<file path="src/ptt_regs.svh">
`ifndef PTT_REGS_SVH
`define PTT_REGS_SVH

// Register byte offset
`define PTT_CTRL_OFFSET   12'h000

// Control register fields
`define PTT_FLAG_BIT      7
`define PTT_RATE_MSB      6
`define PTT_RATE_LSB      4
`define PTT_ACK_BIT       3
`define PTT_IE_BIT        2
`define PTT_RUN_BIT       1
`define PTT_CTRL_RESET    8'h00

// Divider chain
`define PTT_DIV_STAGES    15

// Tap bit per rate code; a rising tap bit gives one tick per divide ratio
`define PTT_TAP_32768     4'hE
`define PTT_TAP_8192      4'hC
`define PTT_TAP_2048      4'hA
`define PTT_TAP_128       4'h6
`define PTT_TAP_64        4'h5
`define PTT_TAP_32        4'h4
`define PTT_TAP_16        4'h3
`define PTT_TAP_8         4'h2

`endif

</file>
<file path="src/ptt_pkg.sv">
package ptt_pkg;

    typedef logic [2:0] ptt_rate_t;
    typedef logic [3:0] ptt_tap_t;
    typedef logic [7:0] ptt_ctrl_t;

endpackage

</file>
<file path="src/ptt_timebase.sv">
// Overview of operation
// - Divider ticks from external clock when its generator is on, else internal clock.
// - Divider is fifteen stages with eight selectable tap points.
// - Rate codes 0..7 select divide 32768, 8192, 2048, 128, 64, 32, 16, 8.
// - Divider counter is held at zero while run enable is clear.
// - Divider advances on tick source edges once run enable is set.
// - Tick flag sets each time the selected tap overflows.
// - Interrupt request is raised when tick flag and interrupt enable are set.
// - First flag after enable comes at half period, later ones every period.
// - Tick flag is read only; writes to its bit do nothing.
// - Writing one to acknowledge clears the flag; zero no effect; reads zero.
// - Interrupt enable resets to zero and is read/write.
// - Run enable resets to zero; clearing then setting restarts from zero.
// - Divider keeps counting and flagging in wait mode.
// - Control register is not accessible during wait or stop mode.
// - In stop mode the block runs only when oscillator runs in stop.
// - Without oscillator in stop, the block is inactive throughout stop mode.
`timescale 1ns/1ps
`include "ptt_regs.svh"

module ptt_timebase #(
    parameter int DIV_STAGES = `PTT_DIV_STAGES
) (
    input  wire logic        pclk,
    input  wire logic        presetn,
    input  wire logic        psel,
    input  wire logic        penable,
    input  wire logic        pwrite,
    input  wire logic [11:0] paddr,
    input  wire logic [31:0] pwdata,
    output logic      [31:0] prdata,
    output logic             pready,
    output logic             pslverr,
    input  wire logic        external_clock_in,
    input  wire logic        internal_osc_clock,
    input  wire logic        ext_clock_gen_on,
    input  wire logic        osc_run_in_stop,
    input  wire logic        wait_mode,
    input  wire logic        stop_mode,
    output logic             tick_irq
);

    logic [1:0]            ext_sync_reg;
    logic [1:0]            int_sync_reg;
    logic                  src_prev_reg;
    logic                  src_level;
    logic                  src_edge;
    logic                  active;
    logic [DIV_STAGES-1:0] cnt_reg;
    logic [DIV_STAGES-1:0] cnt_next;
    logic [DIV_STAGES-1:0] tap_onehot;
    logic [DIV_STAGES-1:0] tap_low_mask;
    ptt_pkg::ptt_tap_t     tap_sel;
    logic                  overflow;
    logic                  tick_flag_reg;
    logic                  tick_flag_next;
    logic                  tick_irq_enable_reg;
    logic                  tick_run_enable_reg;
    ptt_pkg::ptt_rate_t    tick_rate_select_reg;
    logic                  access;
    logic                  hit;
    logic                  locked;
    logic                  wr_ok;
    logic                  ack_wr;
    ptt_pkg::ptt_ctrl_t    ctrl_view;

    // Tick sources are foreign clocks, sampled as levels through two flops
    always_ff @(posedge pclk or negedge presetn)
    begin
        if (!presetn)
        begin
            ext_sync_reg <= 2'h0;
            int_sync_reg <= 2'h0;
        end
        else
        begin
            ext_sync_reg <= {ext_sync_reg[0], external_clock_in};
            int_sync_reg <= {int_sync_reg[0], internal_osc_clock};
        end
    end

    // Selection follows the generator enable, not the bus clock origin
    assign src_level = ext_clock_gen_on ? ext_sync_reg[1] : int_sync_reg[1];

    always_ff @(posedge pclk or negedge presetn)
    begin
        if (!presetn)
            src_prev_reg <= 1'b0;
        else
            src_prev_reg <= src_level;
    end

    // A source switch can yield one extra edge; rate changes are made with the divider off
    assign src_edge = src_level & ~src_prev_reg;

    // Stop mode freezes the chain unless the oscillator keeps running
    assign active = ~stop_mode | osc_run_in_stop;

    always_comb
    begin
        unique case (tick_rate_select_reg)
            3'h0:    tap_sel = `PTT_TAP_32768;
            3'h1:    tap_sel = `PTT_TAP_8192;
            3'h2:    tap_sel = `PTT_TAP_2048;
            3'h3:    tap_sel = `PTT_TAP_128;
            3'h4:    tap_sel = `PTT_TAP_64;
            3'h5:    tap_sel = `PTT_TAP_32;
            3'h6:    tap_sel = `PTT_TAP_16;
            3'h7:    tap_sel = `PTT_TAP_8;
        endcase
    end

    assign tap_onehot   = DIV_STAGES'(1) << tap_sel;
    assign tap_low_mask = tap_onehot - DIV_STAGES'(1);
    assign cnt_next     = cnt_reg + DIV_STAGES'(1);

    // Rising tap bit: first at half the ratio, then once per full ratio
    assign overflow = tick_run_enable_reg & active & src_edge
                      & ~|(cnt_reg & tap_onehot) & |(cnt_next & tap_onehot);

    always_ff @(posedge pclk or negedge presetn)
    begin
        if (!presetn)
            cnt_reg <= '0;
        else if (!tick_run_enable_reg)
            cnt_reg <= '0;
        else if (active && src_edge)
            cnt_reg <= cnt_next;
    end

    // APB decode; zero-wait slave, errors on unmapped or low-power access
    assign access = psel & penable;
    assign hit    = paddr == `PTT_CTRL_OFFSET;
    assign locked = wait_mode | stop_mode;
    assign wr_ok  = access & pwrite & hit & ~locked;
    assign ack_wr = wr_ok & pwdata[`PTT_ACK_BIT];
    assign pready = 1'b1;

    assign ctrl_view = {tick_flag_reg, tick_rate_select_reg, 1'b0,
                        tick_irq_enable_reg, tick_run_enable_reg, 1'b0};

    // Set beats acknowledge so a tick in the clearing cycle survives
    assign tick_flag_next = overflow | (tick_flag_reg & ~ack_wr);

    always_ff @(posedge pclk or negedge presetn)
    begin
        if (!presetn)
            tick_flag_reg <= 1'b0;
        else
            tick_flag_reg <= tick_flag_next;
    end

    always_ff @(posedge pclk or negedge presetn)
    begin
        if (!presetn)
            tick_irq_enable_reg <= 1'(`PTT_CTRL_RESET >> `PTT_IE_BIT);
        else if (wr_ok)
            tick_irq_enable_reg <= pwdata[`PTT_IE_BIT];
    end

    // Clearing run also zeroes the divider, which is how software restarts it
    always_ff @(posedge pclk or negedge presetn)
    begin
        if (!presetn)
            tick_run_enable_reg <= 1'(`PTT_CTRL_RESET >> `PTT_RUN_BIT);
        else if (wr_ok)
            tick_run_enable_reg <= pwdata[`PTT_RUN_BIT];
    end

    // Rate is taken as written even while running; software keeps it still then
    always_ff @(posedge pclk or negedge presetn)
    begin
        if (!presetn)
            tick_rate_select_reg <= 3'(`PTT_CTRL_RESET >> `PTT_RATE_LSB);
        else if (wr_ok)
            tick_rate_select_reg <= pwdata[`PTT_RATE_MSB:`PTT_RATE_LSB];
    end

    always_ff @(posedge pclk or negedge presetn)
    begin
        if (!presetn)
        begin
            prdata  <= 32'h0000_0000;
            pslverr <= 1'b0;
        end
        else
        begin
            pslverr <= 1'b0;
            prdata  <= 32'h0000_0000;
            if (psel && !penable)
            begin
                pslverr <= ~hit | locked;
                if (!pwrite && hit && !locked)
                    prdata <= {24'h00_0000, ctrl_view};
            end
        end
    end

    // Level request, no edge memory: drops as soon as either input clears
    assign tick_irq = tick_flag_reg & tick_irq_enable_reg;

    AST_FLAG_SET: assert property (@(posedge pclk) disable iff (!presetn)
        overflow |=> tick_flag_reg)
        else $error("Tick flag not set after overflow");

    AST_ACK_CLEARS: assert property (@(posedge pclk) disable iff (!presetn)
        (ack_wr && !overflow) |=> !tick_flag_reg)
        else $error("Acknowledge did not clear tick flag");

    AST_FLAG_RO: assert property (@(posedge pclk) disable iff (!presetn)
        (tick_flag_reg && wr_ok && !pwdata[`PTT_ACK_BIT]) |=> tick_flag_reg)
        else $error("Write without acknowledge cleared tick flag");

    AST_ACK_READS_ZERO: assert property (@(posedge pclk) disable iff (!presetn)
        (psel && !penable && !pwrite && hit && !locked) |=> (pslverr == 1'b0 && prdata[`PTT_ACK_BIT] == 1'b0
        && prdata[`PTT_FLAG_BIT] == $past(tick_flag_reg)))
        else $error("Control read returned wrong acknowledge or flag bit");

    AST_HOLD_ZERO: assert property (@(posedge pclk) disable iff (!presetn)
        (!tick_run_enable_reg && !wr_ok) |=> (cnt_reg == '0 && !overflow) [*2])
        else $error("Divider moved while run enable clear");

    AST_ADVANCE: assert property (@(posedge pclk) disable iff (!presetn)
        (tick_run_enable_reg && active && src_edge && !wr_ok) |=> cnt_reg == $past(cnt_next))
        else $error("Divider did not advance on tick edge");

    AST_STOP_FREEZE: assert property (@(posedge pclk) disable iff (!presetn)
        (stop_mode && !osc_run_in_stop && tick_run_enable_reg) |=> ($stable(cnt_reg) && !$rose(tick_flag_reg)))
        else $error("Divider active in stop without oscillator");

    AST_LOCKED: assert property (@(posedge pclk) disable iff (!presetn)
        (access && pwrite && locked) |=> ($stable(tick_run_enable_reg) && $stable(tick_irq_enable_reg)
        && $stable(tick_rate_select_reg)))
        else $error("Control changed during low-power mode");

    AST_TICK_PHASE: assert property (@(posedge pclk) disable iff (!presetn)
        (overflow && !wr_ok) |=> ((cnt_reg & tap_low_mask) == '0 && (cnt_reg & tap_onehot) != '0))
        else $error("Tick raised away from tap midpoint");

    AST_IRQ_LEVEL: assert property (@(posedge pclk) disable iff (!presetn)
        (overflow && tick_irq_enable_reg && !wr_ok)
        |=> tick_irq ##1 (tick_irq || $fell(tick_flag_reg) || !tick_irq_enable_reg))
        else $error("Interrupt request not raised or dropped early");

    // A counted edge must move the divider whatever the mode
    AST_SRC_EXT: assert property (@(posedge pclk) disable iff (!presetn)
        (ext_clock_gen_on && $stable(ext_clock_gen_on) && $rose(ext_sync_reg[1]) && tick_run_enable_reg && active)
        |=> cnt_reg == $past(cnt_next))
        else $error("External tick edge did not advance divider");

    AST_SRC_INT: assert property (@(posedge pclk) disable iff (!presetn)
        (!ext_clock_gen_on && $stable(ext_clock_gen_on) && $rose(int_sync_reg[1]) && tick_run_enable_reg && active)
        |=> cnt_reg == $past(cnt_next))
        else $error("Internal tick edge did not advance divider");

    AST_NO_EDGE_HOLD: assert property (@(posedge pclk) disable iff (!presetn)
        (tick_run_enable_reg && !src_edge) |=> $stable(cnt_reg))
        else $error("Divider moved without a tick edge");

    AST_ONE_OVF: assert property (@(posedge pclk) disable iff (!presetn)
        overflow |=> !overflow)
        else $error("Tap overflow on two cycles in a row");

    AST_FLAG_NEEDS_OVF: assert property (@(posedge pclk) disable iff (!presetn)
        !overflow |=> !$rose(tick_flag_reg))
        else $error("Tick flag set without overflow");

    AST_FLAG_STICKY: assert property (@(posedge pclk) disable iff (!presetn)
        (tick_flag_reg && !ack_wr) |=> tick_flag_reg)
        else $error("Tick flag cleared without acknowledge");

    AST_WAIT_RUNS: assert property (@(posedge pclk) disable iff (!presetn)
        (wait_mode && !stop_mode && tick_run_enable_reg && src_edge) |=> cnt_reg != $past(cnt_reg))
        else $error("Divider stalled in wait mode");

    AST_STOP_RUNS: assert property (@(posedge pclk) disable iff (!presetn)
        (stop_mode && osc_run_in_stop && tick_run_enable_reg && src_edge) |=> cnt_reg != $past(cnt_reg))
        else $error("Divider stalled in stop with oscillator on");

    AST_RUN_OFF_CLEARS: assert property (@(posedge pclk) disable iff (!presetn)
        (tick_run_enable_reg && wr_ok && !pwdata[`PTT_RUN_BIT]) |=> (!tick_run_enable_reg ##1 cnt_reg == '0))
        else $error("Divider not zeroed after run cleared");

    AST_RUN_FROM_ZERO: assert property (@(posedge pclk) disable iff (!presetn)
        $rose(tick_run_enable_reg) |-> cnt_reg == '0)
        else $error("Divider did not restart from zero");

    AST_IE_RW: assert property (@(posedge pclk) disable iff (!presetn)
        wr_ok |=> tick_irq_enable_reg == $past(pwdata[`PTT_IE_BIT]))
        else $error("Interrupt enable not written");

    AST_RATE_RW: assert property (@(posedge pclk) disable iff (!presetn)
        wr_ok |=> tick_rate_select_reg == $past(pwdata[`PTT_RATE_MSB:`PTT_RATE_LSB]))
        else $error("Rate select not written");

    // Low-power lockout answers with an error and leaves the flag alone
    AST_LOCK_ERR: assert property (@(posedge pclk) disable iff (!presetn)
        (psel && !penable && locked) |=> (pslverr && prdata == 32'h0000_0000))
        else $error("Low-power access not refused");

    AST_LOCK_NO_ACK: assert property (@(posedge pclk) disable iff (!presetn)
        (access && locked) |=> !$fell(tick_flag_reg))
        else $error("Tick flag cleared during low-power mode");

endmodule

</file>
<file path="config.mk">
export PLATFORM = sky130hd
export DESIGN_NAME = ptt_timebase
export DESIGN_NICKNAME = d
export VERILOG_FILES = /design/src/ptt_pkg.sv /design/src/ptt_timebase.sv
export VERILOG_INCLUDE_DIRS = /design/src /design/src/src
export SDC_FILE = /design/constraint.sdc
export NUM_CORES = 1
export LEC_CHECK = 0
export BUFFER_PORTS_ARGS = -buffer_cell sky130_fd_sc_hd__buf_4
export CORE_AREA = 4 4 70 72
export DETAILED_ROUTE_END_ITERATION = 7
export DIE_AREA = 0 0 74 76
export GPL_TIMING_DRIVEN = 0
export PLACE_DENSITY_LB_ADDON = 0.2
export SLEW_MARGIN = 20
export SYNTH_ARGS = -nofsm -noshare
export SYNTH_HDL_FRONTEND = slang
export SYNTH_SLANG_ARGS = --single-unit
</file>
<file path="constraint.sdc">
create_clock -name pclk -period 2.6 [get_ports pclk]
set_clock_uncertainty 0.15 [all_clocks]
set_input_delay 0.13 -clock pclk [delete_from_list [all_inputs] [get_ports pclk]]
set_output_delay 0.13 -clock pclk [all_outputs]
set_load 0.05 [all_outputs]
</file>
# Word level (Yosys, flattened, before mapping)
# Memories as Yosys holds them, arrays and structs flattened.
# Index checks and enable logic that the tools add are counted.
[totals]
mem_bits_ro = 32
n_memories = 1
word_cells = 54
ff_bits = 59
out_inout_bits = 35
input_bits = 55
[op_classes]
mux = 6
n_bitwise = 23
shifts = 1
n_reduce_logical = 11
n_eq_ne = 1
addsub = 1
[memory_table]
columns = ["name", "words", "width", "read_ports", "rd_clocked_by_memory_dff", "write_ports", "line_no", "text"]
rows = [
  ["(name not given)", 8, 4, 1, 0, 0, "ptt_timebase.sv:101", "unique case (tick_rate_select_reg)"],
]
[ops]
columns = ["cell", "n"]
rows = [
  ["32-bit 2-to-1 mux", 1],
  ["15-bit bitwise AND", 2],
  ["15-bit 2-to-1 mux", 2],
  ["15-bit OR reduction", 2],
  ["15-bit by 1-bit adder with 15-bit output (second input constant)", 1],
  ["1-bit by 4-bit left shift with 15-bit output (first input constant)", 1],
  ["1-bit bitwise AND", 12],
  ["12-bit zero test", 1],
  ["8-bit 2-to-1 mux", 1],
  ["1-bit inverter", 5],
  ["1-bit logical AND", 4],
  ["1-bit zero test", 4],
  ["1-bit bitwise OR", 4],
  ["1-bit 2-to-1 mux", 2],
  ["2-bit by 1-bit != test with 1-bit output (second input constant)", 1],
]

# Longest topological paths before layout
[logic_depth]
depth_word = 8
ltp_mapped = 6
depth_no_buf = 6

# Least setup slack after synthesis
# OpenSTA, ideal clock, no wires.
[synth_path]
kind = "flip-flop to flip-flop"
start = "reg cnt_reg[0]"
end = "reg tick_flag_reg"
t_arrival_ps = 1592
required_time_ps = 2364
n_path_buf = 0
synth_period_minus_slack_ps = 1828
stages_incl_launch_ff = 7
slack_ps = 772
path_cell_list = "dfrtp_1 ha_1 nand2_2 nor3_4 xnor2_1 or4_1 a32oi_1"
[synth_between]
elab_chain_cells = 6
word_cells_on_any_way = 9
classes_between = "add/sub: 1; bitwise: 5; reduce/logical: 3"
[synth_rtl]
columns = ["item", "line_no", "text"]
rows = [
  ["from (decl)", "ptt_timebase.sv:49", "logic [DIV_STAGES-1:0] cnt_reg;"],
  ["from (signal assigned)", "ptt_timebase.sv:128", "cnt_reg <= cnt_next;"],
  ["parallel branches: the longest is 4 deep, another holds 15-bit by 1-bit adder with 15-bit output", "--", ""],
  ["1-bit bitwise AND *", "ptt_timebase.sv:119", "& ~|(cnt_reg & tap_onehot) & |(cnt_next & tap_onehot);"],
  ["1-bit bitwise OR *", "ptt_timebase.sv:143", "assign tick_flag_next = overflow | (tick_flag_reg & ~ack_wr);"],
  ["net tick_flag_next", "ptt_timebase.sv:56", "logic tick_flag_next;"],
  ["to (signal assigned)", "ptt_timebase.sv:150", "tick_flag_reg <= tick_flag_next;"],
  ["to (decl)", "ptt_timebase.sv:55", "logic tick_flag_reg;"],
]
# Mark *: on every way through the listed nets, which the timed path passes.
# A chain may end at the register's enable or synchronous reset.

# Worst setup path in the final report
[layout_path]
start = "in ext_clock_gen_on"
end = "reg cnt_reg[11]"
[layout_between]
elab_chain_cells = 4
[layout_rtl]
columns = ["item", "line_no", "text"]
rows = [
  ["from (decl)", "ptt_timebase.sv:36", "input wire logic ext_clock_gen_on,"],
  ["1-bit 2-to-1 mux", "ptt_timebase.sv:83", "assign src_level = ext_clock_gen_on ? ext_sync_reg[1] : int_sync_reg[1];"],
  ["1-bit bitwise AND", "ptt_timebase.sv:94", "assign src_edge = src_level & ~src_prev_reg;"],
  ["1-bit logical AND", "ptt_timebase.sv:127", "else if (active && src_edge)"],
  ["2-bit by 1-bit != test with 1-bit output (no line)", "--", ""],
]
# Every way passes these cells.

==> flow_metrics.py <==
metrics = {
    "sta": {
        "final.setup.tns_ps": 0,
        "final-hold-violation-count": 0,
        "max_freq_ghz": 0.474,
        "slew_headroom": 0.470,
        "tightest_slew_ps": 784,
        "final-setup-viol-count": 0,
        "fin_ws_ps": 489,
        "post-route-min-period_ps": 2110,
        "rsz0062_at_grt": "no",
        "fin_crit_sh": 0.812,
        "maxSlewViolCount": 0,
    },
    "grt": {
        "grt_max_degree": 34,
        "antenna_found_initial": 0,
        "grt_pass1_wl_mm": 6.67,
        "grt.overflow.total": 0,
        "grt_pass1_vias": 1440,
        "track_usage": 0.154,
    },
    "cts": {
        "cts_setup_buffers": 0,
        "cts_htree_levels": 2,
        "tritoncts": "done",
        "clock-sinks": 33,
        "cts.path.max_buffers": 2,
        "cts_made_buffers": 5,
        "insertion_delay_ps": 280,
        "clk_pin_slew_ps": 60,
        "root_buffer": "clkbuf_8",
        "cts_resized": 0,
    },
    "floorplan": {
        "start_util": 0.446,
        "fp.dieW_um": 74,
        "io_pins": 90,
        "dieArea_mm2": 0.00562,
        "core_area_mm2": 0.00429,
        "die_h_um": 76,
        "rows": 24,
    },
    "run": {
        "drv_cap": 0,
    },
    "worst_hold_path": {
        "hp-class": "primary input to register",
        "worstHoldStart": "pwrite",
        "hold_path_end": "prdata[1]",
        "hold_path_depth": 3,
    },
    "placed_design": {
        "pre_cts_ws_ps": 544,
        "place_inst": 309,
        "gp_congestion": 0.838,
        "place_area_mm2": 0.00234,
        "port_buffers": 36,
        "place_hpwl_mm": 2.98,
    },
    "worst_setup_path": {
        "worstPathRequired_ps": 2660,
        "crit_arrival_ps": 2170,
        "critPathKind": "primary input to register",
        "reg2reg_slack_ps": 510,
        "rr_endpoint": "tick_flag_reg",
        "crit_path_start_kind": "primary input",
        "reg2reg_from": "cnt_reg[0]",
        "endpoint_kind": "register",
        "reg2reg_depth": 6,
        "path_max_fanout": 4,
    },
    "logic_synthesis": {
        "synth_warnings": 0,
        "synth_area_leaders": "dfrtp_1, buf_4, xnor2_1",
        "syn_avg_cell_area_um2": 9.77,
        "yosysTopAreaCellShare": 0.431,
        "synth_ff_type": "dfrtp_1",
        "yosysSeqAreaShare": 0.431,
        "synth.distinct_cells": 44,
        "async_flop_share": 1.00,
        "postSynthCellCount": 196,
        "netlist_area_mm2": 0.00191,
        "ys_top_cells_by_count": "dfrtp_1, buf_4, nor2_1",
        "synth_top_area_cell": "dfrtp_1",
        "synth_edf_count": 0,
        "ys_seq_elements": 33,
        "synth.most_common_cell": "dfrtp_1",
    },
    "layout": {
        "diodes": 0,
        "multi_input_area_um2": 926,
        "layout.cells.non_filler": 328,
        "drive_above_1_share": 0.301,
        "largest_reg_flops": 15,
        "fin_nets": 331,
        "fill_cells": 404,
        "regArea_um2": 826,
        "area_delta_synth_final_pct": 32.4,
        "stdcell_area_mm2": 0.00253,
    },
    "detailed_routing": {
        "wl_per_cell_um": 12.1,
        "dr.pass1.iters": 4,
        "ant_nets": 0,
        "wl_mm": 3.97,
        "drc": 0,
        "drt_iter0_drc": 53,
        "via_count": 1532,
        "via_per_inst": 4.67,
    },
    "power": {
        "powerDensity_mw_per_mm2": 533,
        "p_total_w": 0.00135,
        "p_leak_nw": 1.25,
        "ir_worst_vdd_v": 0.000311,
    },
    "outcome": {
        "status": "finished, final reports clean",
    },
}
[cells by family (layout without fill, tap and decap cells)]
logic type,after synthesis,in the layout,share of synthesized area
other,2,27,0.00392
AO/OA/AOI/OAI,21,21,0.0765
multiplexers,7,7,0.0399
buffers and inverters,40,95,0.134
AND/OR/NAND/NOR,75,75,0.230
XOR/XNOR,17,17,0.0778
flip-flops,33,33,0.431
adder cells (fa/ha/maj),1,1,0.00653
[critical path, stage by stage]
cell and delay (ps):
dlygate4sd3_1 530, buf_4 140, mux2i_1 140, nor3_1 440
nand4_1 270, or3_1 370, a21oi_1 140
[where the power goes]
part           switching (W)  total, W  internal (W)  leakage (nW)
sequential         0.0000330  0.000590      0.000558         0.430
clock               0.000170  0.000359      0.000190        0.0395
combinational       0.000238  0.000401      0.000163         0.785
[how the worst max path moves through the flow]
stage | cells past startpoint | slack, ps | startpoint | endpoint
finish | 7 | 490 | ext_clock_gen_on | cnt_reg[11]
global route | 7 | 300 | ext_clock_gen_on | cnt_reg[11]
CTS | 7 | 470 | ext_clock_gen_on | cnt_reg[11]
detailed placement | 6 | 540 | cnt_reg[0] | tick_flag_reg
global placement | 6 | 570 | cnt_reg[0] | tick_flag_reg
floorplan | 6 | 770 | cnt_reg[0] | tick_flag_reg
[cells in the final DEF, fill, tap and decap left out, types with 3 or more instances in the layout]
cell type	n
nand3_1	4
clkbuf_8	5
nor4_1	6
nor2_1	16
dfrtp_1	33
buf_2	4
a21oi_1	4
nand4_1	8
xor2_1	8
conb_1	27
dlygate4sd3_1	11
clkbuf_1	7
nor3_1	3
xnor2_1	9
o21ai_0	5
mux2_2	5
and2_1	9
buf_4	63
inv_1	5
nand2_1	11
[what timing repair did]
| item | CTS | global route |
|---|---|---|
| endpoints found under the hold margin | 42 | 0 |
| hold buffers | 11 | 0 |
| endpoints found under the setup margin | 0 | 0 |
[metrics by stage]
step	util	hold slack [ps]
4_1_cts	0.590	69.0
3_3_place_gp	0.546	-58.7
3_5_place_dp	0.546	-52.7
6_report	0.590	79.2
5_1_grt	0.590	89.7
2_1_floorplan	-	-316
[area by class of cell]
class	instances	share of cell area
multi-input combinational	148	0.365
sequential	33	0.326
timing repair buffer	47	0.150
buffer	35	0.0938
clock buffer	8	0.0316
tap	52	0.0257
inverter	5	0.00741
[per-layer routing]
metal	part of all wire	routed length (um)	global-route usage
met1	0.43	1710	0.196
met2	0.48	1920	0.242
met3	0.066	262	0.0435
met4	0.018	72	0.0652
met5	0	0	0
(Power assumes the default switching activity.)
